===== src/sphe_params.svh =====
// Constants for the shift, pointer and halt execution block.
// Assumes inclusion by bare name from files under src/ and dv/.
`ifndef SPHE_PARAMS_SVH
`define SPHE_PARAMS_SVH

// ----------------------------------------------------------------
// Opcodes
// ----------------------------------------------------------------
`define SPHE_OPC_SHIFT_DIR   8'hd0
`define SPHE_OPC_SHIFT_IND   8'hd1
`define SPHE_OPC_SET_PTR     8'h70
`define SPHE_OPC_NOP         8'hff
`define SPHE_OPC_HALT        8'h6f

// ----------------------------------------------------------------
// Registers, fields and reset values
// ----------------------------------------------------------------
`define SPHE_PTR_ADDR        8'hfd
`define SPHE_PTR_RESET       8'h00
`define SPHE_WORK_NIBBLE     4'he
`define SPHE_RESTART_PC      16'h000c
`define SPHE_FLAG_C          5
`define SPHE_FLAG_Z          4
`define SPHE_FLAG_S          3
`define SPHE_FLAG_V          2
`define SPHE_FLAG_D          1
`define SPHE_FLAG_H          0
`define SPHE_FLAGS_RESET     6'h00

`endif


===== src/sphe_pkg.sv =====
// Types for the shift, pointer and halt execution block.
// Assumes nothing of its surroundings.
package sphe_pkg;

    // Execution sequencer states
    typedef enum logic [2:0] {
        SPHE_FETCH    = 3'b000,
        SPHE_OPERAND  = 3'b001,
        SPHE_READ_PTR = 3'b010,
        SPHE_READ_OPD = 3'b011,
        SPHE_WRITE    = 3'b100,
        SPHE_HALTED   = 3'b101
    } sphe_state_t;

endpackage


===== src/sphe_exec.sv =====
// Execution unit for arithmetic shift right, set pointer and halt.
// Assumes a byte-wide instruction stream with a valid/accept handshake
// and a register file answering reads on the cycle after the request.
`timescale 1ns/1ps
`default_nettype none
`include "sphe_params.svh"

// Summary of operation
// - Shift right; bit0 to carry, bit7 kept
// - Carry equals shifted-out bit zero
// - Zero flag on zero result, sign copies bit7
// - Overflow cleared; decimal and half-carry kept
// - High nibble 1110 selects working register
// - D0 direct shift, D1 indirect shift
// - Set-pointer loads immediate into pointer FD
// - Low nibble zero: high nibble picks group
// - Low nibble nonzero: expanded bank, high ignored
// - Group n maps registers onto n0..nF
// - Direct addressing still reaches standard file
// - Opcode 70 plus immediate is set-pointer
// - Halt stops system and crystal clocks
// - Only reset leaves halt; restart at 000C
// - FF is no-op, 6F is halt
module sphe_exec (
    input  wire logic        core_clk,       // System clock
    input  wire logic        rst_b,          // Async reset, active low
    input  wire logic [7:0]  instr_byte,     // Instruction stream byte
    input  wire logic        instr_valid,    // Stream byte present
    output logic             instr_accept,   // Byte taken this cycle
    output logic [15:0]      pc,             // Program address
    output logic             rf_rd,          // Register read request
    output logic             rf_wr,          // Register write strobe
    output logic [7:0]       rf_addr,        // Standard file address
    output logic             rf_bank_sel,    // Access goes to bank
    output logic [3:0]       rf_bank,        // Expanded bank number
    output logic [7:0]       rf_wdata,       // Write data
    input  wire logic [7:0]  rf_rdata,       // Read data, one cycle
    output logic [7:0]       working_group_pointer, // Pointer at FD
    output logic [5:0]       flags,          // C Z S V D H
    output logic             sys_clk_en,     // System clock running
    output logic             crystal_oscillator_en // Oscillator on
);

    // ------------------------------------------------------------
    // Timing notes
    // ------------------------------------------------------------
    // Stream side:
    //   A byte is taken at a rising edge where instr_valid is high,
    //   instr_accept is low and the sequencer waits for a byte.
    //   instr_accept then stands high for exactly one cycle, and pc
    //   steps by one in that same cycle.
    //   The cycle right after an accept never takes a byte, so the
    //   stream may drop or change its byte while accept is shown.
    //
    // Register file side:
    //   rf_rd is a one-cycle pulse; the file answers on rf_rdata in
    //   the cycle after the pulse has been sampled.
    //   The sequencer therefore waits while rf_rd is still high and
    //   only uses rf_rdata once the pulse has gone low again.
    //   Reading rf_rdata in the pulse cycle itself would pick up a
    //   stale byte from an earlier access.
    //   rf_wr is a one-cycle pulse; address, bank and data stand
    //   with it and are held until the next access.
    //
    // Direct shift, one walk:
    //   opcode taken, accept shown, operand taken, accept shown
    //   together with the read pulse, one cycle of read latency,
    //   then the write pulse with the shifted byte and new flags,
    //   then one cycle back to fetch.
    //
    // Indirect shift:
    //   Same as direct, with one extra read: the first read returns
    //   the operand address, which is used in the standard file as
    //   it stands, without working register resolution.
    //
    // Set pointer:
    //   The pointer takes the immediate byte at the edge where the
    //   immediate is taken; flags are not touched.
    //
    // Halt:
    //   The clock and oscillator enables drop at the edge where the
    //   halt opcode is taken. Nothing more is taken until reset.
    //   A no-op ahead of the halt is the stream's duty; the
    //   sequencer does not check for it.
    //
    // Unknown opcodes:
    //   Taken as single bytes and otherwise ignored, so the stream
    //   never stalls on them.
    //
    // Flags:
    //   Only the shift writes flags; bits D and H are carried over
    //   unchanged by the default assignment at the top of the
    //   next-value process.

    // ------------------------------------------------------------
    // Decode helpers
    // ------------------------------------------------------------

    // Resolve a register operand into file address and bank
    function automatic logic [12:0] sphe_resolve(
        input logic [7:0] opd,
        input logic [7:0] ptr
    );
        logic [12:0] r;
        r = {1'b0, 4'h0, opd};
        if (opd[7:4] == `SPHE_WORK_NIBBLE) begin
            if (ptr[3:0] == 4'h0) begin
                r = {1'b0, 4'h0, ptr[7:4], opd[3:0]};
            end else begin
                r = {1'b1, ptr[3:0], 4'h0, opd[3:0]};
            end
        end
        return r;
    endfunction

    // ------------------------------------------------------------
    // State
    // ------------------------------------------------------------
    sphe_pkg::sphe_state_t state;       // Sequencer state
    sphe_pkg::sphe_state_t next_state;
    logic [7:0]  opcode;                // Current opcode
    logic [7:0]  next_opcode;
    logic [7:0]  next_working_group_pointer;
    logic [5:0]  next_flags;
    logic [15:0] next_pc;
    logic        next_instr_accept;
    logic        next_rf_rd;
    logic        next_rf_wr;
    logic [7:0]  next_rf_addr;
    logic        next_rf_bank_sel;
    logic [3:0]  next_rf_bank;
    logic [7:0]  next_rf_wdata;
    logic        next_sys_clk_en;
    logic        next_osc_en;
    logic [12:0] res_opd;               // Resolved operand
    logic [7:0]  shifted;               // Shift result

    // ------------------------------------------------------------
    // Next-state logic
    // ------------------------------------------------------------

    // Sequencer and datapath next values
    always_comb begin
        next_state       = state;
        next_opcode      = opcode;
        next_working_group_pointer = working_group_pointer;
        next_flags       = flags;
        next_pc          = pc;
        next_instr_accept = 1'b0;
        next_rf_rd       = 1'b0;
        next_rf_wr       = 1'b0;
        next_rf_addr     = rf_addr;
        next_rf_bank_sel = rf_bank_sel;
        next_rf_bank     = rf_bank;
        next_rf_wdata    = rf_wdata;
        next_sys_clk_en  = sys_clk_en;
        next_osc_en      = crystal_oscillator_en;
        res_opd  = sphe_resolve(instr_byte, working_group_pointer);
        shifted  = {rf_rdata[7], rf_rdata[7:1]};
        case (state)
            sphe_pkg::SPHE_FETCH: begin
                // Take an opcode when one is offered
                if (instr_valid && !instr_accept) begin
                    next_instr_accept = 1'b1;
                    next_opcode       = instr_byte;
                    next_pc           = pc + 16'h0001;
                    case (instr_byte)
                        `SPHE_OPC_SHIFT_DIR,
                        `SPHE_OPC_SHIFT_IND,
                        `SPHE_OPC_SET_PTR: begin
                            next_state = sphe_pkg::SPHE_OPERAND;
                        end
                        `SPHE_OPC_HALT: begin
                            // Relies on a preceding no-op
                            next_sys_clk_en = 1'b0;
                            next_osc_en     = 1'b0;
                            next_state      = sphe_pkg::SPHE_HALTED;
                        end
                        default: begin
                            // No-op and other opcodes do nothing here
                        end
                    endcase
                end
            end
            sphe_pkg::SPHE_OPERAND: begin
                // Second byte: operand or immediate
                if (instr_valid && !instr_accept) begin
                    next_instr_accept = 1'b1;
                    next_pc           = pc + 16'h0001;
                    if (opcode == `SPHE_OPC_SET_PTR) begin
                        next_working_group_pointer = instr_byte;
                        next_state = sphe_pkg::SPHE_FETCH;
                    end else begin
                        next_rf_rd       = 1'b1;
                        next_rf_addr     = res_opd[7:0];
                        next_rf_bank_sel = res_opd[12];
                        next_rf_bank     = res_opd[11:8];
                        if (opcode == `SPHE_OPC_SHIFT_IND) begin
                            next_state = sphe_pkg::SPHE_READ_PTR;
                        end else begin
                            next_state = sphe_pkg::SPHE_READ_OPD;
                        end
                    end
                end
            end
            sphe_pkg::SPHE_READ_PTR: begin
                // Register content is the operand address, used in
                // the standard file as it stands
                if (!rf_rd) begin
                    // Read data has arrived
                    next_rf_rd       = 1'b1;
                    next_rf_addr     = rf_rdata;
                    next_rf_bank_sel = 1'b0;
                    next_rf_bank     = 4'h0;
                    next_state       = sphe_pkg::SPHE_READ_OPD;
                end
            end
            sphe_pkg::SPHE_READ_OPD: begin
                // Shift the operand and update flags
                if (!rf_rd) begin
                    // Read data has arrived
                    next_rf_wdata = shifted;
                    next_rf_wr    = 1'b1;
                    next_flags[`SPHE_FLAG_C] = rf_rdata[0];
                    next_flags[`SPHE_FLAG_Z] = (shifted == 8'h00);
                    next_flags[`SPHE_FLAG_S] = shifted[7];
                    next_flags[`SPHE_FLAG_V] = 1'b0;
                    next_state = sphe_pkg::SPHE_WRITE;
                end
            end
            sphe_pkg::SPHE_WRITE: begin
                // Write completes; back to fetch
                next_state = sphe_pkg::SPHE_FETCH;
            end
            sphe_pkg::SPHE_HALTED: begin
                // Only reset leaves this state
                next_state = sphe_pkg::SPHE_HALTED;
            end
            default: begin
                next_state = sphe_pkg::SPHE_FETCH;
            end
        endcase
    end

    // ------------------------------------------------------------
    // Registers
    // ------------------------------------------------------------

    // Register all state; reset restarts at the fixed address
    always_ff @(posedge core_clk or negedge rst_b) begin
        if (!rst_b) begin
            state        <= sphe_pkg::SPHE_FETCH;
            opcode       <= `SPHE_OPC_NOP;
            working_group_pointer <= `SPHE_PTR_RESET;
            flags        <= `SPHE_FLAGS_RESET;
            pc           <= `SPHE_RESTART_PC;
            instr_accept <= 1'b0;
            rf_rd        <= 1'b0;
            rf_wr        <= 1'b0;
            rf_addr      <= 8'h00;
            rf_bank_sel  <= 1'b0;
            rf_bank      <= 4'h0;
            rf_wdata     <= 8'h00;
            sys_clk_en   <= 1'b1;
            crystal_oscillator_en <= 1'b1;
        end else begin
            state        <= next_state;
            opcode       <= next_opcode;
            working_group_pointer <= next_working_group_pointer;
            flags        <= next_flags;
            pc           <= next_pc;
            instr_accept <= next_instr_accept;
            rf_rd        <= next_rf_rd;
            rf_wr        <= next_rf_wr;
            rf_addr      <= next_rf_addr;
            rf_bank_sel  <= next_rf_bank_sel;
            rf_bank      <= next_rf_bank;
            rf_wdata     <= next_rf_wdata;
            sys_clk_en   <= next_sys_clk_en;
            crystal_oscillator_en <= next_osc_en;
        end
    end

endmodule
`default_nettype wire


===== config.mk =====
export PLATFORM = sky130hd
export DESIGN_NAME = sphe_exec
export DESIGN_NICKNAME = d
export VERILOG_FILES = /design/src/sphe_pkg.sv /design/src/sphe_exec.sv
export VERILOG_INCLUDE_DIRS = /design/src /design/src/src
export SDC_FILE = /design/constraint.sdc
export NUM_CORES = 1
export LEC_CHECK = 0
export BUFFER_PORTS_ARGS = -buffer_cell sky130_fd_sc_hd__buf_4
export CAP_MARGIN = 40
export CORE_MARGIN = 1
export CORE_UTILIZATION = 52
export CTS_CLUSTER_DIAMETER = 40
export CTS_CLUSTER_SIZE = 8
export DETAILED_ROUTE_END_ITERATION = 10
export HOLD_SLACK_MARGIN = 0.02
export PLACE_DENSITY = 0.79
export SYNTH_ARGS = -nofsm -noshare
export SYNTH_HDL_FRONTEND = slang
export SYNTH_SLANG_ARGS = --single-unit

===== constraint.sdc =====
create_clock -name core_clk -period 2.5 [get_ports core_clk]
set_input_delay 0.25 -clock core_clk [delete_from_list [all_inputs] [get_ports core_clk]]
set_output_delay 0.25 -clock core_clk [all_outputs]
set_load 0.02 [all_outputs]

# After elaboration in Yosys (flattened, before gate mapping)
# Index checks and enable logic that the tools add are counted.
# totals
register_bits	62
elab_cells	76
# classes
n_addsub	1
eq_ne	17
muxes	29
bitwise_logic	1
reduce_logical	15
# op_table
operator	n
$mux W13	2
$eq A8 B7 Y1 const B	3
$eq A8 B8 Y1 const B	3
$mux W8	3
$add A16 B1 Y16 const B	1
$pmux W8 S2	1
$pmux W3 S5	1
$mux W3	4
$mux W4	3
$mux W1	10
$ne A2 B2 Y1 const B	5
$logic_not A8 Y1	1
$pmux W4 S2	1
$eq A3 B2 Y1 const B	2
$pmux W3 S2	1
$reduce_and A2 Y1	3
$reduce_and A3 Y1	2
$reduce_and A5 Y1	1
$eq A4 B4 Y1 const B	1
$logic_not A4 Y1	1
$pmux W1 S2	2
$reduce_and A4 Y1	1
$eq A3 B1 Y1 const B	1
$eq A3 B3 Y1 const B	1
other kinds (9)	9

# Depth between registers and ports, before layout
# depth
ltp_word	6
mapped_depth	7
depth_no_buf	5

# Worst setup path before layout
# OpenSTA, ideal clock, no wires.
# synth_path
path_kind	register to register
start	register state[2]
end	register rf_addr[5]
arrival_time_ps	1909
required_time_ps	2375
slack_ps	466
stages_incl_launch_ff	8
path_buffers	2
synth_period_minus_slack_ps	2034
cell_sequence	dfrtp_1 > or4b_1 > buf_6 > clkinv_4 > nand2_4 > o21ai_4 > buf_12 > mux2_4
# synth_via
elab_chain_cells	3
# synth_rtl
item	line_no	source
from (decl)	sphe_exec.sv:119	sphe_pkg::sphe_state_t state;
from (signal assigned)	sphe_exec.sv:252	state <= sphe_pkg::SPHE_FETCH;
from (signal assigned)	sphe_exec.sv:267	state <= next_state;
$eq A3 B1 Y1 or $eq A3 B2 Y1 (tied branches)	sphe_exec.sv:160	case (state)
$ne A2 B2 Y1 (no line) or $reduce_bool A2 Y1 (tied branches)	-	
$reduce_and A4 Y1 (no line)	-	
to (signal assigned)	sphe_exec.sv:275	rf_addr <= next_rf_addr;
to (decl)	sphe_exec.sv:33	output logic [7:0] rf_addr,
# Parallel ways exist; a longest one is shown, timed or not.
# A chain may end at the register's enable or synchronous reset.

# Worst setup path after layout
# layout_path
start	register state[2]
end	register rf_addr[2]
# The elaborated chain is that of the path after synthesis.

==> reports/metrics.yaml <==
run_status:
  status: "finished clean"
power_and_ir_drop:
  p_leak_nw: 1.676
  vdd_ir_drop_max_uv: 760.9
  switchingPower_mw: 1.468
  power.density_nw_per_um2: 1166
  swShare_pct: 34.52
  clock_power_share_pct: 23.3
  p_comb_share_pct: 37.9
  p_seq_share_pct: 38.9
  p_int_mw: 2.785
floorplan:
  dieArea_sq_um: 5781
  die_y_um: 76.04
  rows: 26
  core-area_sq_um: 5205
  start_util_pct: 54.76
  io_pins: 75
  die_w_um: 76.04
timing:
  worst_clock_skew_ns: 0.007621
  fin_setup_tns_ns: 0
  setup_viol: 0
  rsz0062_at_grt: "no"
  maxSlewViolCount: 0
  worstMarginPinSlew_ns: 0.8096
  period_share_pct: 87.46
  hold_viol: 0
  period_needed_ns: 2.186
  max_freq_mhz: 457.4
  relSlewSlack_pct: 45.53
cells_and_area:
  layout-drive-gt1-share_pct: 46.93
  num-fill-cells: 391
  fin_nets: 324
  fin_area_sq_um: 3649
  final_core_util_pct: 70.10
  antenna_cells: 0
  area_delta_synth_final_pct: 28.01
synth:
  ys_types: 46
  yosysSeqAreaShare_pct: 54.04
  synth_seq_cells: 61
  synth_area_leader_cell: "dfrtp_1"
  yosysWarnings: 0
  synth-edff-count: 0
  async_flop_share_pct: 100.0
  ys.flop_type: "dfrtp_1"
  synthCells: 228
  synth.area.top_cells: "dfrtp_1, mux2_2, dfstp_2, xnor2_1, nand2_1"
  syn_area_sq_um: 2850
  synth_top_area_share_pct: 43.90
  syn_avg_cell_area_sq_um: 12.50
worst_setup_path:
  r2r_cells: 5
  r2r-end: "rf_addr[2]"
  cp_top_family: "simple AND/OR/NAND/NOR gates"
  rr_startpoint: "state[2]"
  path_cells: "or4b_1 > clkinv_4 > nand2_4 > o21ai_4 > mux2_2"
  critPathLaunchType: "register"
  ff2ff_setup_slack_ns: 0.31
  arrival_ns: 2.41
  cpMaxStageDelayCell: "or4b_1"
  max_stage_delay_ns: 0.62
  endpoint_kind: "register"
  crit_required_ns: 2.72
  crit_fanout: 12
  cp.buffers_inverters: 1
  critPathKind: "register to register"
min_path:
  whs_endpoint: "flags[5]"
  hp-class: "input pin to register"
  worstHoldPathCells: 2
  hold_start: "rf_rdata[0]"
route:
  first_pass_iters: 4
  drc: 0
  finalWirelength_mm: 5.913
  routedWlPerCell_um: 15.60
  vias: 1994
  drt_iter0_drc: 94
  drt-vias-per-instance: 5.261
  route.antenna.remaining_nets: 0
cts:
  cts_resized: 0
  cts_made_buffers: 9
  root_buffer: "clkbuf_8"
  h-tree-depth: 3
  clk-insertion-delay-late_ns: 0.34
  clkTransAtPathRegs_ns: 0.06
  ctsLongestPathBuffers: 2
  cts_tree: "done"
  clock-sinks: 61
placed_design:
  post_dp_cell_area_sq_um: 3412
  numPortBuffers: 71
  place_congestion: 0.7744
  hpwl_mm: 4.166
grt:
  grt_pass1_wl_mm: 10.23
  antenna_found_initial: 0
  grt_util_all_layers_pct: 23.10
  overflow: 0
  first_global_vias: 2040
  grt_max_degree: 62
flow_run:
  timing.max_cap.violations: 0
## routing by layer
| metal | vias up | track usage, % | routed length (um) |
|---|---|---|---|
| met5 | - | 0 | 0 |
| met4 | 0 | 12.88 | 121 |
| met3 | 14 | 4.671 | 241 |
| met2 | 53 | 35.64 | 2882 |
| met1 | 977 | 30.68 | 2668 |
| li1 | 950 | - | - |
## cell type report
cell class              instances  area (sq um)  area share [%]
repair buffers                 76         573.1           15.71
inverters                      10         42.54           1.166
multi-input cells             146          1179           32.30
flip-flops and latches         61          1540           42.22
well taps                      70         87.58           2.401
clock buffers                  13         158.9           4.355
clock inverters                 3         67.56           1.852
## power groups by stage
stage / logic (mW) / registers, mW / clock network, mW
floorplan: 0.858 / 1.87 / 0
finish: 1.61 / 1.65 / 0.989
global route: 1.73 / 1.71 / 1.04
detailed placement: 1.61 / 1.67 / 0
CTS: 1.62 / 1.65 / 1.01
global placement: 1.57 / 1.66 / 0
## placed cells by master (no fill, tap or decap), drive strengths merged, types with 2 or more instances in the layout
cell    instances
or4             2
a31oi           2
bufinv          2
dfstp          11
nor3            5
o21ai           4
mux2i           7
nor4            2
nand3           8
inv             9
dfrtp          50
nor2            4
nand4           3
buf            75
o31a            2
nor2b           3
nand2          22
a21oi           4
clkbuf         13
nor3b           4
conb            3
xor2            3
mux2           37
xnor2          13
and4            6
## synthesized netlist by cell type (3+ instances only)
master	instances
dfrtp_1	50
mux2_2	33
nand2_1	21
xnor2_1	13
dfstp_2	11
inv_1	9
nand3_1	8
buf_4	7
mux2i_1	7
and4_1	6
a21oi_1	4
mux2_4	4
nor3b_1	4
nand4_1	3
nor2_1	3
nor2b_1	3
nor3_1	3
o21ai_0	3
xor2_1	3
## through the flow
| stage | hold slack (ns) | worst slack [ns] | std cells | power (mW) |
|---|---|---|---|---|
| floorplan | -0.04559 | 0.4662 | 230 | 2.728 |
| global placement | 0.3625 | 0.3721 | 362 | 3.233 |
| detailed placement | 0.3683 | 0.3281 | 362 | 3.281 |
| CTS | 0.1509 | 0.3206 | 379 | 4.283 |
| global route | 0.1542 | 0.2294 | 379 | 4.479 |
| finish | 0.1614 | 0.3135 | 379 | 4.254 |
## registers in the layout, indices dropped and copies added, names as in the netlist
register and flops:
crystal_oscillator_en 1, flags 3, instr_accept 1, opcode 8
pc 16, rf_addr 8, rf_bank 4, rf_bank_sel 1
rf_rd 1, rf_wdata 6, rf_wr 1, state 3
working_group_pointer 8
## how the worst max path moves through the flow
stage | slack, ns | end | from | cells past startpoint
after CTS | 0.32 | rf_addr[2] | state[2] | 5
after global routing | 0.23 | rf_addr[1] | state[2] | 5
after global placement | 0.37 | rf_addr[2] | state[2] | 5
after floorplan | 0.47 | rf_addr[5] | state[2] | 7
after detailed placement | 0.33 | rf_addr[3] | state[2] | 5
final | 0.31 | rf_addr[2] | state[2] | 5
## what timing repair did
item / 4_1_cts / 5_1_grt
setup buffers: 0 / 0
endpoints found under the setup margin: 0 / 0
hold endpoints to repair: 50 / 0
hold buffers: 1 / 0
## cell families after synthesis
group	after synthesis	share of synthesized area [%]
and+or+nand+nor	64	13.13
DFF	61	54.04
other	1	0.1316
buffers and inverters	23	5.048
muxes	44	17.60
xor gates and xnor gates	16	4.917
adders and majority gates	1	0.4389
AOI/OAI and AO/OA	18	4.698
(Power assumes the default switching activity.)
